`config.mk`:
```
export PLATFORM = sky130hd
export DESIGN_NAME = touch_decision
export DESIGN_NICKNAME = d
export VERILOG_FILES = /design/src/logic/touch_pkg.sv /design/src/logic/touch_decision.sv
export VERILOG_INCLUDE_DIRS = /design/src /design/src/logic
export SDC_FILE = /design/constraint.sdc
export NUM_CORES = 1
export LEC_CHECK = 0
export CAP_MARGIN = 20
export CORE_MARGIN = 8
export CORE_UTILIZATION = 25
export CTS_CLUSTER_DIAMETER = 50
export CTS_CLUSTER_SIZE = 14
export DETAILED_ROUTE_END_ITERATION = 10
export DONT_BUFFER_PORTS = 1
export MAX_ROUTING_LAYER = met4
export PLACE_DENSITY_LB_ADDON = 0.1
export SETUP_SLACK_MARGIN = 0.5
export SYNTH_ARGS = -nofsm -noshare
export SYNTH_HDL_FRONTEND = slang
export SYNTH_SLANG_ARGS = --single-unit
```
`constraint.sdc`:
```
create_clock -name sys_clk_in -period 5.5 [get_ports sys_clk_in]
set_input_delay 1.1 -clock sys_clk_in [delete_from_list [all_inputs] [get_ports sys_clk_in]]
set_output_delay 1.1 -clock sys_clk_in [all_outputs]
set_load 0.005 [all_outputs]
```
`src/logic/touch_defs.svh`:
```
/*
  Shared constants for the touch decision logic: timing, run length and
  bus address.
  Assumes a 40 MHz system clock; included by bare name.
*/
// Functional notes
// - channels are evaluated one at a time in a fixed repeating order.
// - the reference timing element starts together with every channel sample.
// - reference comparator trips first: one charge-up pulse for that channel.
// - channel comparator trips first: one charge-down pulse for that channel.
// - every charge pulse lasts a fixed number of clock cycles.
// - a per-channel counter counts successive pulses in one direction.
// - a direction change restarts the per-channel counter at one, counting the new pulse.
// - touch becomes active only after 64 consecutive charge-up pulses.
// - all eight touch outputs are mirrored in the sensor-state register.
// - any touch state change against the recorded state raises the interrupt.
// - sample rate comes from the oscillator, trimmed by the clock setting.
// - the device sleeps while the sleep input is held high.
// - the address-select pin gives the address low bit, 3Ah or 3Bh.
// - a clock output lets a cascaded secondary chip synchronise.
// - a secondary chip takes its timing from the cascade clock input.
// - reading the sensor-state register releases the interrupt output.
// - pin sleep ends only when the pin goes low, not by wake-up.
`ifndef TOUCH_DEFS_SVH
`define TOUCH_DEFS_SVH

`define TD_CHANNELS   8
`define TD_TOUCH_RUN  64
`define TD_CLK_NS     25
`define TD_PULSE_NS   250
`define TD_PULSE_CYC  ((`TD_PULSE_NS + `TD_CLK_NS - 1) / `TD_CLK_NS)
`define TD_WAIT_NS    10000
`define TD_WAIT_CYC   (`TD_WAIT_NS / `TD_CLK_NS)
`define TD_PRESCALE   16
`define TD_ADDR_HIGH  6'h1d

`endif

```
`src/logic/touch_pkg.sv`:
```
/*
  Types for the touch decision logic: sequencer states and the
  calibration drive bundle.
  Assumes nothing beyond a SystemVerilog compiler.
*/
package touch_pkg;
  typedef enum logic [1:0] {ST_IDLE, ST_WAIT, ST_PULSE} seq_t;

  typedef struct packed {
    logic       start;
    logic       up;
    logic       down;
    logic [2:0] chan;
  } cal_drive_t;
endpackage : touch_pkg

```
`src/logic/touch_decision.sv`:
```
/*
  Decision logic of an eight-channel capacitive touch sensor: channel
  scan, comparator race, calibration pulses, touch run counters,
  sensor-state mirror, interrupt, sleep and cascade clocking.
  Assumes comparator levels rise when the RC voltage falls below the
  reference and are synchronous to sys_clk_in, as are all other inputs.
*/
`timescale 1ns/100ps
`include "touch_defs.svh"

module touch_decision #(
  parameter int PRESCALE_BASE = `TD_PRESCALE,
  parameter int RUN_LEN       = `TD_TOUCH_RUN,
  parameter int PULSE_CYC     = `TD_PULSE_CYC,
  parameter int WAIT_CYC      = `TD_WAIT_CYC
) (
  // clock and reset
  input  wire logic                sys_clk_in,
  input  wire logic                rst_in,
  // comparators
  input  wire logic                ref_cmp_in,
  input  wire logic                chan_cmp_in,
  // calibration drive
  output touch_pkg::cal_drive_t    drive_out,
  // configuration
  input  wire logic [4:0]          clock_setting_in,
  input  wire logic [7:0]          chan_mask_in,
  input  wire logic                secondary_mode_in,
  input  wire logic                address_select_pin_in,
  output logic      [6:0]          i2c_addr_out,
  // sensor state and interrupt
  output logic      [7:0]          channel_touch_outputs_out,
  output logic      [7:0]          sensor_state_register_out,
  input  wire logic                sensor_state_register_read_in,
  input  wire logic                cascade_int_n_in,
  output logic                     int_n_out,
  // sleep
  input  wire logic                sleep_pin_in,
  input  wire logic                sleep_cmd_in,
  input  wire logic                wake_cmd_in,
  output logic                     asleep_out,
  // cascade clock
  input  wire logic                cascade_clk_in,
  output logic                     cascade_clk_out
);

  localparam int TW = 10;

  // sequencer and timing state
  touch_pkg::seq_t   state_reg, state_next;
  logic [2:0]        chan_reg, chan_next;
  logic [TW-1:0]     timer_reg, timer_next;
  logic [TW-1:0]     presc_reg, presc_next;
  logic              start_reg, start_next;
  logic              dir_reg, dir_next;
  logic              div_reg, div_next;
  logic              cclk_d_reg, cclk_d_next;
  logic              sleep_cmd_reg, sleep_cmd_next;
  logic              asleep_reg, asleep_next;
  logic              tick;
  logic              ev_up;
  logic              ev_down;
  logic [TW-1:0]     period_m1;

  always_comb begin
    period_m1 = TW'((TW'(clock_setting_in) + TW'(1)) * TW'(PRESCALE_BASE)
                    - TW'(1));
    presc_next = (presc_reg >= period_m1) ? '0 : presc_reg + TW'(1);
    div_next = div_reg ^ (presc_reg >= period_m1);
    cclk_d_next = cascade_clk_in;
    if (secondary_mode_in) begin
      tick = cascade_clk_in & ~cclk_d_reg;
    end else begin
      tick = presc_reg >= period_m1;
    end
    sleep_cmd_next = sleep_cmd_reg;
    if (sleep_cmd_in) begin
      sleep_cmd_next = 1'b1;
    end else if (wake_cmd_in) begin
      sleep_cmd_next = 1'b0;
    end
    asleep_next = sleep_pin_in | sleep_cmd_next;
    state_next = state_reg;
    chan_next = chan_reg;
    timer_next = timer_reg;
    start_next = 1'b0;
    dir_next = dir_reg;
    ev_up = 1'b0;
    ev_down = 1'b0;
    case (state_reg)
      touch_pkg::ST_IDLE: begin
        if (tick && !asleep_reg) begin
          start_next = 1'b1;
          timer_next = '0;
          state_next = touch_pkg::ST_WAIT;
        end
      end
      touch_pkg::ST_WAIT: begin
        timer_next = timer_reg + TW'(1);
        if (ref_cmp_in && !chan_cmp_in && !chan_mask_in[chan_reg]) begin
          ev_up = 1'b1;
        end else if (chan_cmp_in && !ref_cmp_in
                     && !chan_mask_in[chan_reg]) begin
          ev_down = 1'b1;
        end
        if (ev_up || ev_down) begin
          dir_next = ev_up;
          timer_next = '0;
          state_next = touch_pkg::ST_PULSE;
        end else if (ref_cmp_in || chan_cmp_in
                     || timer_reg >= TW'(WAIT_CYC - 1)) begin
          chan_next = chan_reg + 3'h1;
          state_next = touch_pkg::ST_IDLE;
        end
      end
      touch_pkg::ST_PULSE: begin
        timer_next = timer_reg + TW'(1);
        if (timer_reg >= TW'(PULSE_CYC - 1)) begin
          chan_next = chan_reg + 3'h1;
          state_next = touch_pkg::ST_IDLE;
        end
      end
      default: begin
        state_next = touch_pkg::ST_IDLE;
      end
    endcase
  end

  always_ff @(posedge sys_clk_in) begin
    if (rst_in) begin
      state_reg <= touch_pkg::ST_IDLE;
      chan_reg <= 3'h0;
      timer_reg <= '0;
      presc_reg <= '0;
      start_reg <= 1'b0;
      dir_reg <= 1'b0;
      div_reg <= 1'b0;
      cclk_d_reg <= 1'b0;
      sleep_cmd_reg <= 1'b0;
      asleep_reg <= 1'b0;
    end else begin
      state_reg <= state_next;
      chan_reg <= chan_next;
      timer_reg <= timer_next;
      presc_reg <= presc_next;
      start_reg <= start_next;
      dir_reg <= dir_next;
      div_reg <= div_next;
      cclk_d_reg <= cclk_d_next;
      sleep_cmd_reg <= sleep_cmd_next;
      asleep_reg <= asleep_next;
    end
  end

  // channel run counters, touch, mirror and interrupt
  logic [6:0]  cnt_reg [`TD_CHANNELS];
  logic [6:0]  cnt_next [`TD_CHANNELS];
  logic [7:0]  up_dir_reg, up_dir_next;
  logic [7:0]  touch_reg, touch_next;
  logic [7:0]  sensor_state_register_reg, sensor_state_register_next;
  logic        int_reg, int_next;

  always_comb begin
    cnt_next = cnt_reg;
    up_dir_next = up_dir_reg;
    touch_next = touch_reg & ~chan_mask_in;
    if (ev_up || ev_down) begin
      if (up_dir_reg[chan_reg] == ev_up) begin
        if (cnt_reg[chan_reg] < 7'(RUN_LEN)) begin
          cnt_next[chan_reg] = cnt_reg[chan_reg] + 7'h01;
        end
      end else begin
        cnt_next[chan_reg] = 7'h01;
      end
      up_dir_next[chan_reg] = ev_up;
      if (ev_up && cnt_next[chan_reg] == 7'(RUN_LEN)) begin
        touch_next[chan_reg] = 1'b1;
      end
      if (ev_down) begin
        touch_next[chan_reg] = 1'b0;
      end
    end
    sensor_state_register_next = touch_reg;
    // set wins over the read clear
    int_next = (touch_reg != sensor_state_register_reg)
               | (int_reg & ~sensor_state_register_read_in);
  end

  always_ff @(posedge sys_clk_in) begin
    if (rst_in) begin
      for (int i = 0; i < `TD_CHANNELS; i++) begin
        cnt_reg[i] <= 7'h00;
      end
      up_dir_reg <= 8'h00;
      touch_reg <= 8'h00;
      sensor_state_register_reg <= 8'h00;
      int_reg <= 1'b0;
    end else begin
      cnt_reg <= cnt_next;
      up_dir_reg <= up_dir_next;
      touch_reg <= touch_next;
      sensor_state_register_reg <= sensor_state_register_next;
      int_reg <= int_next;
    end
  end

  assign drive_out.start = start_reg;
  assign drive_out.up = (state_reg == touch_pkg::ST_PULSE) & dir_reg;
  assign drive_out.down = (state_reg == touch_pkg::ST_PULSE) & ~dir_reg;
  assign drive_out.chan = chan_reg;
  assign channel_touch_outputs_out = touch_reg;
  assign sensor_state_register_out = sensor_state_register_reg;
  assign int_n_out = ~int_reg & cascade_int_n_in;
  assign asleep_out = asleep_reg;
  assign cascade_clk_out = div_reg;
  assign i2c_addr_out = {`TD_ADDR_HIGH, address_select_pin_in};
endmodule : touch_decision

```
==> results of run 1 <==
## cell families (layout without fill, tap and decap cells)
| logic type | count (synthesis) | count (layout) | share of synthesized area |
|---|---|---|---|
| buffers and inverters | 76 | 71 | 0.05729 |
| AND/OR/NAND/NOR | 254 | 254 | 0.2019 |
| AO/OA/AOI/OAI | 219 | 219 | 0.2413 |
| flip-flops | 112 | 112 | 0.3565 |
| adder cells (fa/ha/maj) | 17 | 17 | 0.03382 |
| multiplexers | 31 | 31 | 0.06902 |
| other | 2 | 6 | 0.001194 |
| XOR/XNOR | 28 | 28 | 0.03899 |
## critical path: cells and delay by family (launching register included)
| kind | cells | cell delay, ns |
|---|---|---|
| fa+ha+maj | 1 | 0.41 |
| flops | 1 | 0.67 |
| buf+inv | 1 | 0.22 |
| mux | 1 | 0.26 |
| compound gates | 6 | 2.06 |
| simple gates | 2 | 0.46 |
## cells in the mapped netlist, types with 13 or more instances
library cell  count  area (um2)
clkbuf_1         24       90.09
nand3_1          14       70.07
xnor2_1          17       148.9
ha_1             17       212.7
nor2_1           87       326.6
a22oi_1          42       315.3
nor3_1           19       95.09
nand2_1          53       198.9
mux2i_1          16       160.2
and3_1           13       81.33
inv_1            25       93.84
a211oi_1         26       195.2
nor2b_1          25       156.4
o21ai_0          19       95.09
a21oi_1          46       230.2
dfxtp_1         112        2242
## power by group through the flow
stage | Combinational [uW] | Clock, uW | Sequential (uW)
2_1_floorplan | 273 | 0 | 846
3_3_place_gp | 367 | 0 | 856
3_5_place_dp | 362 | 0 | 857
4_1_cts | 363 | 804 | 838
5_1_grt | 399 | 835 | 840
6_report | 365 | 778 | 838
## layer usage
layer | share of wire | vias up | GRT usage
li1 | - | 2701 | -
met1 | 0.45 | 2725 | 0.1896
met2 | 0.46 | 157 | 0.2328
met3 | 0.063 | 34 | 0.03432
met4 | 0.026 | 0 | 0.05828
met5 | 0 | - | -
## final cells by class
cell class,count,area [um2]
clock buffer,10,239.0
clock inverter,6,113.9
fill,2708,17930
inverter,25,93.84
multi-input combinational,555,3709
sequential,112,2243
tap,330,412.9
timing repair buffer,30,225.2
## path summary, 6_finish.rpt
| check | end | slack, ns |
|---|---|---|
| max | channel_touch_outputs_out[2]$_SDFF_PP0_ | 1.32 |
| max reg2reg | channel_touch_outputs_out[2]$_SDFF_PP0_ | 1.32 |
| min reg2reg | presc_reg[0]$_SDFF_PP0_ | 0.45 |
| min | presc_reg[0]$_SDFF_PP0_ | 0.45 |
## per-stage QoR
stage | total power [uW] | utilization
4_1_cts | 2005 | 0.2816
3_5_place_dp | 1218 | 0.2674
5_1_grt | 2074 | 0.2819
3_3_place_gp | 1223 | 0.2668
2_1_floorplan | 1119 | -
6_report | 1980 | 0.2819
==> flow_summary.toml, run 1 <==
[sta]
finalWorstSetupSlack_ns = 1.317
finClkSkew_ns = 0.01500
slew_violations = 0
worstMarginPinSlew_ns = 0.9366
timing.hold.ws_ns = 0.4527
fin_crit_ns = 4.183
setup_viol = 0
max_clock_freq_mhz = 239.1
hold_viol_final = 0
setup-tns-final_ns = 0
period_share = 0.7605
rsz0062_at_grt = "no"
max-slew-margin-rel = 0.3733

[setup_path]
reg2reg_from = "chan_reg[1]$_SDFFE_PP0P_"
required_ns = 5.77
r2r_cells = 11
crit_path_cell_trace = "mux2i_1, o221ai_1, a221oi_1, inv_1, ha_1, nor2_1, a21oi_1, a2111o_1, a32oi_2, nand4_2, o31ai_1"
crit_type = "reg2reg"
crit_start = "chan_reg[1]$_SDFFE_PP0P_"
start_kind = "register"
crit_fanout = 22
crit_path_max_incr_delay_ns = 0.81
crit_slowest_cell = "a221oi_1"
crit_arrival_ns = 4.45
end_kind = "register"

[layout]
diodes = 0
synthToLayoutAreaGrowth_pct = 11.88
largest_reg_flops = 56
fin_cells = 1068
design_area_mm2 = 0.007037
final_cell_mix = "dfxtp_1, nor2_1, nand2_1"
layout_commonest_cell = "dfxtp_1"
drive_above_1_share = 0.1016
final_nets = 775

[place]
dp_cells = 1051
gp_congestion = 0.8866
placed_cell_area_mm2 = 0.006676
portBuffers = 0
dp_hpwl_um = 17120
pre_cts_ws_ns = 1.179

[job]
max_cap_viol_count = 0

[yosys]
synth_edf_count = 0
synth_cells = 739
yosysUniqueCellTypes = 75
ys_seq_area_frac = 0.3565
ys_warn_count = 0
synth-async-reset-ratio = 0
synth-seq-cells = 112
synth_area_per_cell_um2 = 8.511
ys.flop_type = "dfxtp_1"
synthesis.area_mm2 = 0.006290

[floorplanning]
die_x_um = 174.6
die-area_mm2 = 0.03049
row_count = 58
initial_core_util = 0.2520
core_mm2 = 0.02496
die_y_um = 174.6
io_pins = 57

[clock_tree]
numCtsBuffers = 9
ctsHtreeMaxLevel = 3
post_cts_buffers = 0
cts_root_buf = "clkbuf_16"
cts_buffer_depth = 2
cts.clk_slew.worst_paths_ns = 0.08
cts_resized = 0
clkLatencyLatePin_ns = 0.36
cts.sink_count = 112
cts_tree = "built"
hold_buffers = 0

[route]
finalWirelength_um = 22400
ant_nets = 0
viasPerCell = 5.259
drt_iter0_drc = 404
vias = 5617
firstDrtPassIters = 7
wire_per_inst_um = 20.97
drcViolationCount = 0

[power_and_ir_drop]
p_int_uw = 1405
p_sw_frac = 0.2905
combPwrFrac = 0.184
switching_power_uw = 575.3
vdd_drop_max_v = 0.0001664
power_density_mw_per_mm2 = 281.4
power_leakage_uw = 0.002509
seq_power_share = 0.423
p_clk_frac = 0.393

[hold_path]
worst_hold_path.num_cells = 1
hp-start = "presc_reg[0]$_SDFF_PP0_"
hold_class = "reg2reg"

[global_route]
overflow = 0
grt_max_degree = 98
grt_pass1_vias = 5616
antenna_found_initial = 0
grt_pass1_wl_um = 34760
groute.usage.overall = 0.1509

[outcome]
outcome = "completed"
No activity file was read; power rests on OpenSTA's default activity.
==> run 2: changes to the inputs <==
==> constraint.sdc (replaced) <==
create_clock -name sys_clk_in -period 3.8 [get_ports sys_clk_in]
set_input_delay 0.76 -clock sys_clk_in [delete_from_list [all_inputs] [get_ports sys_clk_in]]
set_output_delay 0.76 -clock sys_clk_in [all_outputs]
set_load 0.005 [all_outputs]
==> run 2 against run 1 <==
  * Global-route usage up 0.49 points
  * Sequential power up 44%
  * Register-to-register slack worse by 0.80 ns
  * Routed wire length up 5.6%
  * Clock power up 30%
  * First-iteration DRC count up 12%
  * Worst setup slack worse by 0.80 ns
  * Largest cell class unchanged
  * Largest power group unchanged
==> flow_summary.toml, run 2 (synthesis gave the netlist of run 1 again) <==
[job]
max_cap_viol_count = 0

[sta]
finalWorstSetupSlack_ns = 0.5127
period_share = 0.8651
finClkSkew_ns = 0.008248
max-slew-margin-rel = 0.3901
setup-tns-final_ns = 0
slew_violations = 0
rsz0062_at_grt = "yes"
setup_viol = 0
fin_crit_ns = 3.287
worstMarginPinSlew_ns = 0.9115
hold_viol_final = 0
max_clock_freq_mhz = 304.2

[floorplanning]
core_mm2 = 0.02496
die-area_mm2 = 0.03049
die_x_um = 174.6
io_pins = 57
die_y_um = 174.6
row_count = 58
initial_core_util = 0.2520

[global_route]
antenna_found_initial = 0
busiest_layer = "met2"
grt_max_degree = 98
met1_usage = 0.2019
gr-usage-met3 = 0.03281
overflow = 0
groute.usage.overall = 0.1558
grt_pass1_wl_um = 35640
grt_pass1_vias = 5685
grt_use_met2 = 0.2346

[layout]
nFillCells = 2653
multi_input_area_mm2 = 0.003956
finalCoreUtilization = 0.3069
diodes = 0
drive_above_1_share = 0.1902
layout_commonest_cell = "dfxtp_1"
regArea_mm2 = 0.002250
largest_reg_flops = 56
synthToLayoutAreaGrowth_pct = 21.82
final_nets = 815
final_cell_mix = "dfxtp_1, nor2_1, buf_4"

[clock_tree]
clkLatencyLatePin_ns = 0.36
hold_buffers = 0
numCtsBuffers = 9
cts.clk_slew.worst_paths_ns = 0.07
cts_root_buf = "clkbuf_16"
ctsHtreeMaxLevel = 3
cts_buffer_depth = 2
cts.sink_count = 112
cts_tree = "built"

[power_and_ir_drop]
vdd_drop_max_v = 0.0002048
power_leakage_uw = 0.002754
power_density_mw_per_mm2 = 382.8

[hold_path]
hp-start = "presc_reg[0]$_SDFF_PP0_"
hold_class = "reg2reg"

[route]
ant_nets = 0
viasPerCell = 5.265
vias = 5834
finalWirelength_um = 23640
drcViolationCount = 0
firstDrtPassIters = 7
drt_iter0_drc = 454
wire_per_inst_um = 21.34

[setup_path]
crit_path_cell_trace = "buf_12, or2b_1, o221ai_1, a221oi_2, inv_1, ha_4, xor2_2, nand2_1, a2111o_1, a32oi_4, o211ai_1, o31ai_1"
start_kind = "register"
crit_fanout = 6
end_kind = "register"
crit_start = "chan_reg[0]$_SDFFE_PP0P_"
crit_arrival_ns = 3.56
crit_slowest_cell = "a2111o_1"
required_ns = 4.07
worst_path_dominant_cell_family = "compound AO/OA/AOI/OAI gates"
reg2reg_from = "chan_reg[0]$_SDFFE_PP0P_"
critical_path_buf_inv_count = 2
crit_type = "reg2reg"
crit_path_max_incr_delay_ns = 0.45

[place]
gp_congestion = 0.9119
portBuffers = 0
pre_cts_ws_ns = 0.1849
dp_hpwl_um = 17410

[outcome]
outcome = "completed"
## run 2: cell types whose count changed in the layout (fill, tap and decap cells not counted), sizes merged
cell / change
clkinvlp: -1
buf: +38
clkbuf: +3
clkinv: +1
bufinv: -2
bufbuf: +1
## run 2: timing repair
item / CTS / global route
setup buffers: 9 / 6
pin swaps: 12 / 14
resized for setup: 28 / 27
endpoints found under the setup margin: 55 / 23
cloned: 1 / 1
endpoints found under the hold margin: 0 / 0
## run 2: layout make-up
| cell class | instances | share of cell area |
|---|---|---|
| Clock buffer | 12 | 0.03347 |
| Clock inverter | 4 | 0.006695 |
| Sequential cell | 112 | 0.2936 |
| Inverter | 25 | 0.01225 |
| Tap cell | 330 | 0.05389 |
| Multi-Input combinational cell | 555 | 0.5163 |
| Timing Repair Buffer | 70 | 0.08377 |
## run 2: per-layer routing
layer / share of wire / up-vias
met3: 0.062 / 29
met2: 0.45 / 163
met4: 0.023 / 0
met1: 0.46 / 2872
met5: 0 / -
li1: - / 2770
## run 2: report_power, final
group	internal, uW	total [uW]	switching (uW)	leakage [uW]
Combinational	297	715	418	0.00170
Clock	550	1010	460	0.000149
Sequential	1190	1210	18.4	0.000905
Total	2040	2930	897	0.00275
## run 2: metrics by stage
| stage | area [um2] | hold WS [ns] | instances | total power, uW |
|---|---|---|---|---|
| 2_1_floorplan | 6312 | 0.4132 | 743 | 1620 |
| 3_3_place_gp | 6902 | 0.4336 | 1075 | 1829 |
| 3_5_place_dp | 6902 | 0.4535 | 1075 | 1821 |
| 4_1_cts | 7447 | 0.4521 | 1101 | 2914 |
| 5_1_grt | 7662 | 0.4499 | 1108 | 3053 |
| 6_report | 7662 | 0.4522 | 1108 | 2933 |
## run 2: final timing paths
path | end | slack, ns | cells past startpoint
worst max-delay path | channel_touch_outputs_out[5]$_SDFF_PP0_ | 0.51 | 12
worst min-delay path | presc_reg[0]$_SDFF_PP0_ | 0.45 | 1
worst max register to register | channel_touch_outputs_out[5]$_SDFF_PP0_ | 0.51 | 12
worst min register to register | presc_reg[0]$_SDFF_PP0_ | 0.45 | 1
## run 2: worst reg2reg max path: cells and delay by family (launching register included)
kind / cells / cell delay [ns]
buffers and inverters: 2 / 0.31
AND/OR/NAND/NOR: 2 / 0.32
adder cells (fa/ha/maj): 1 / 0.20
flip-flops: 1 / 0.38
XOR/XNOR: 1 / 0.25
AO/OA/AOI/OAI: 6 / 1.75
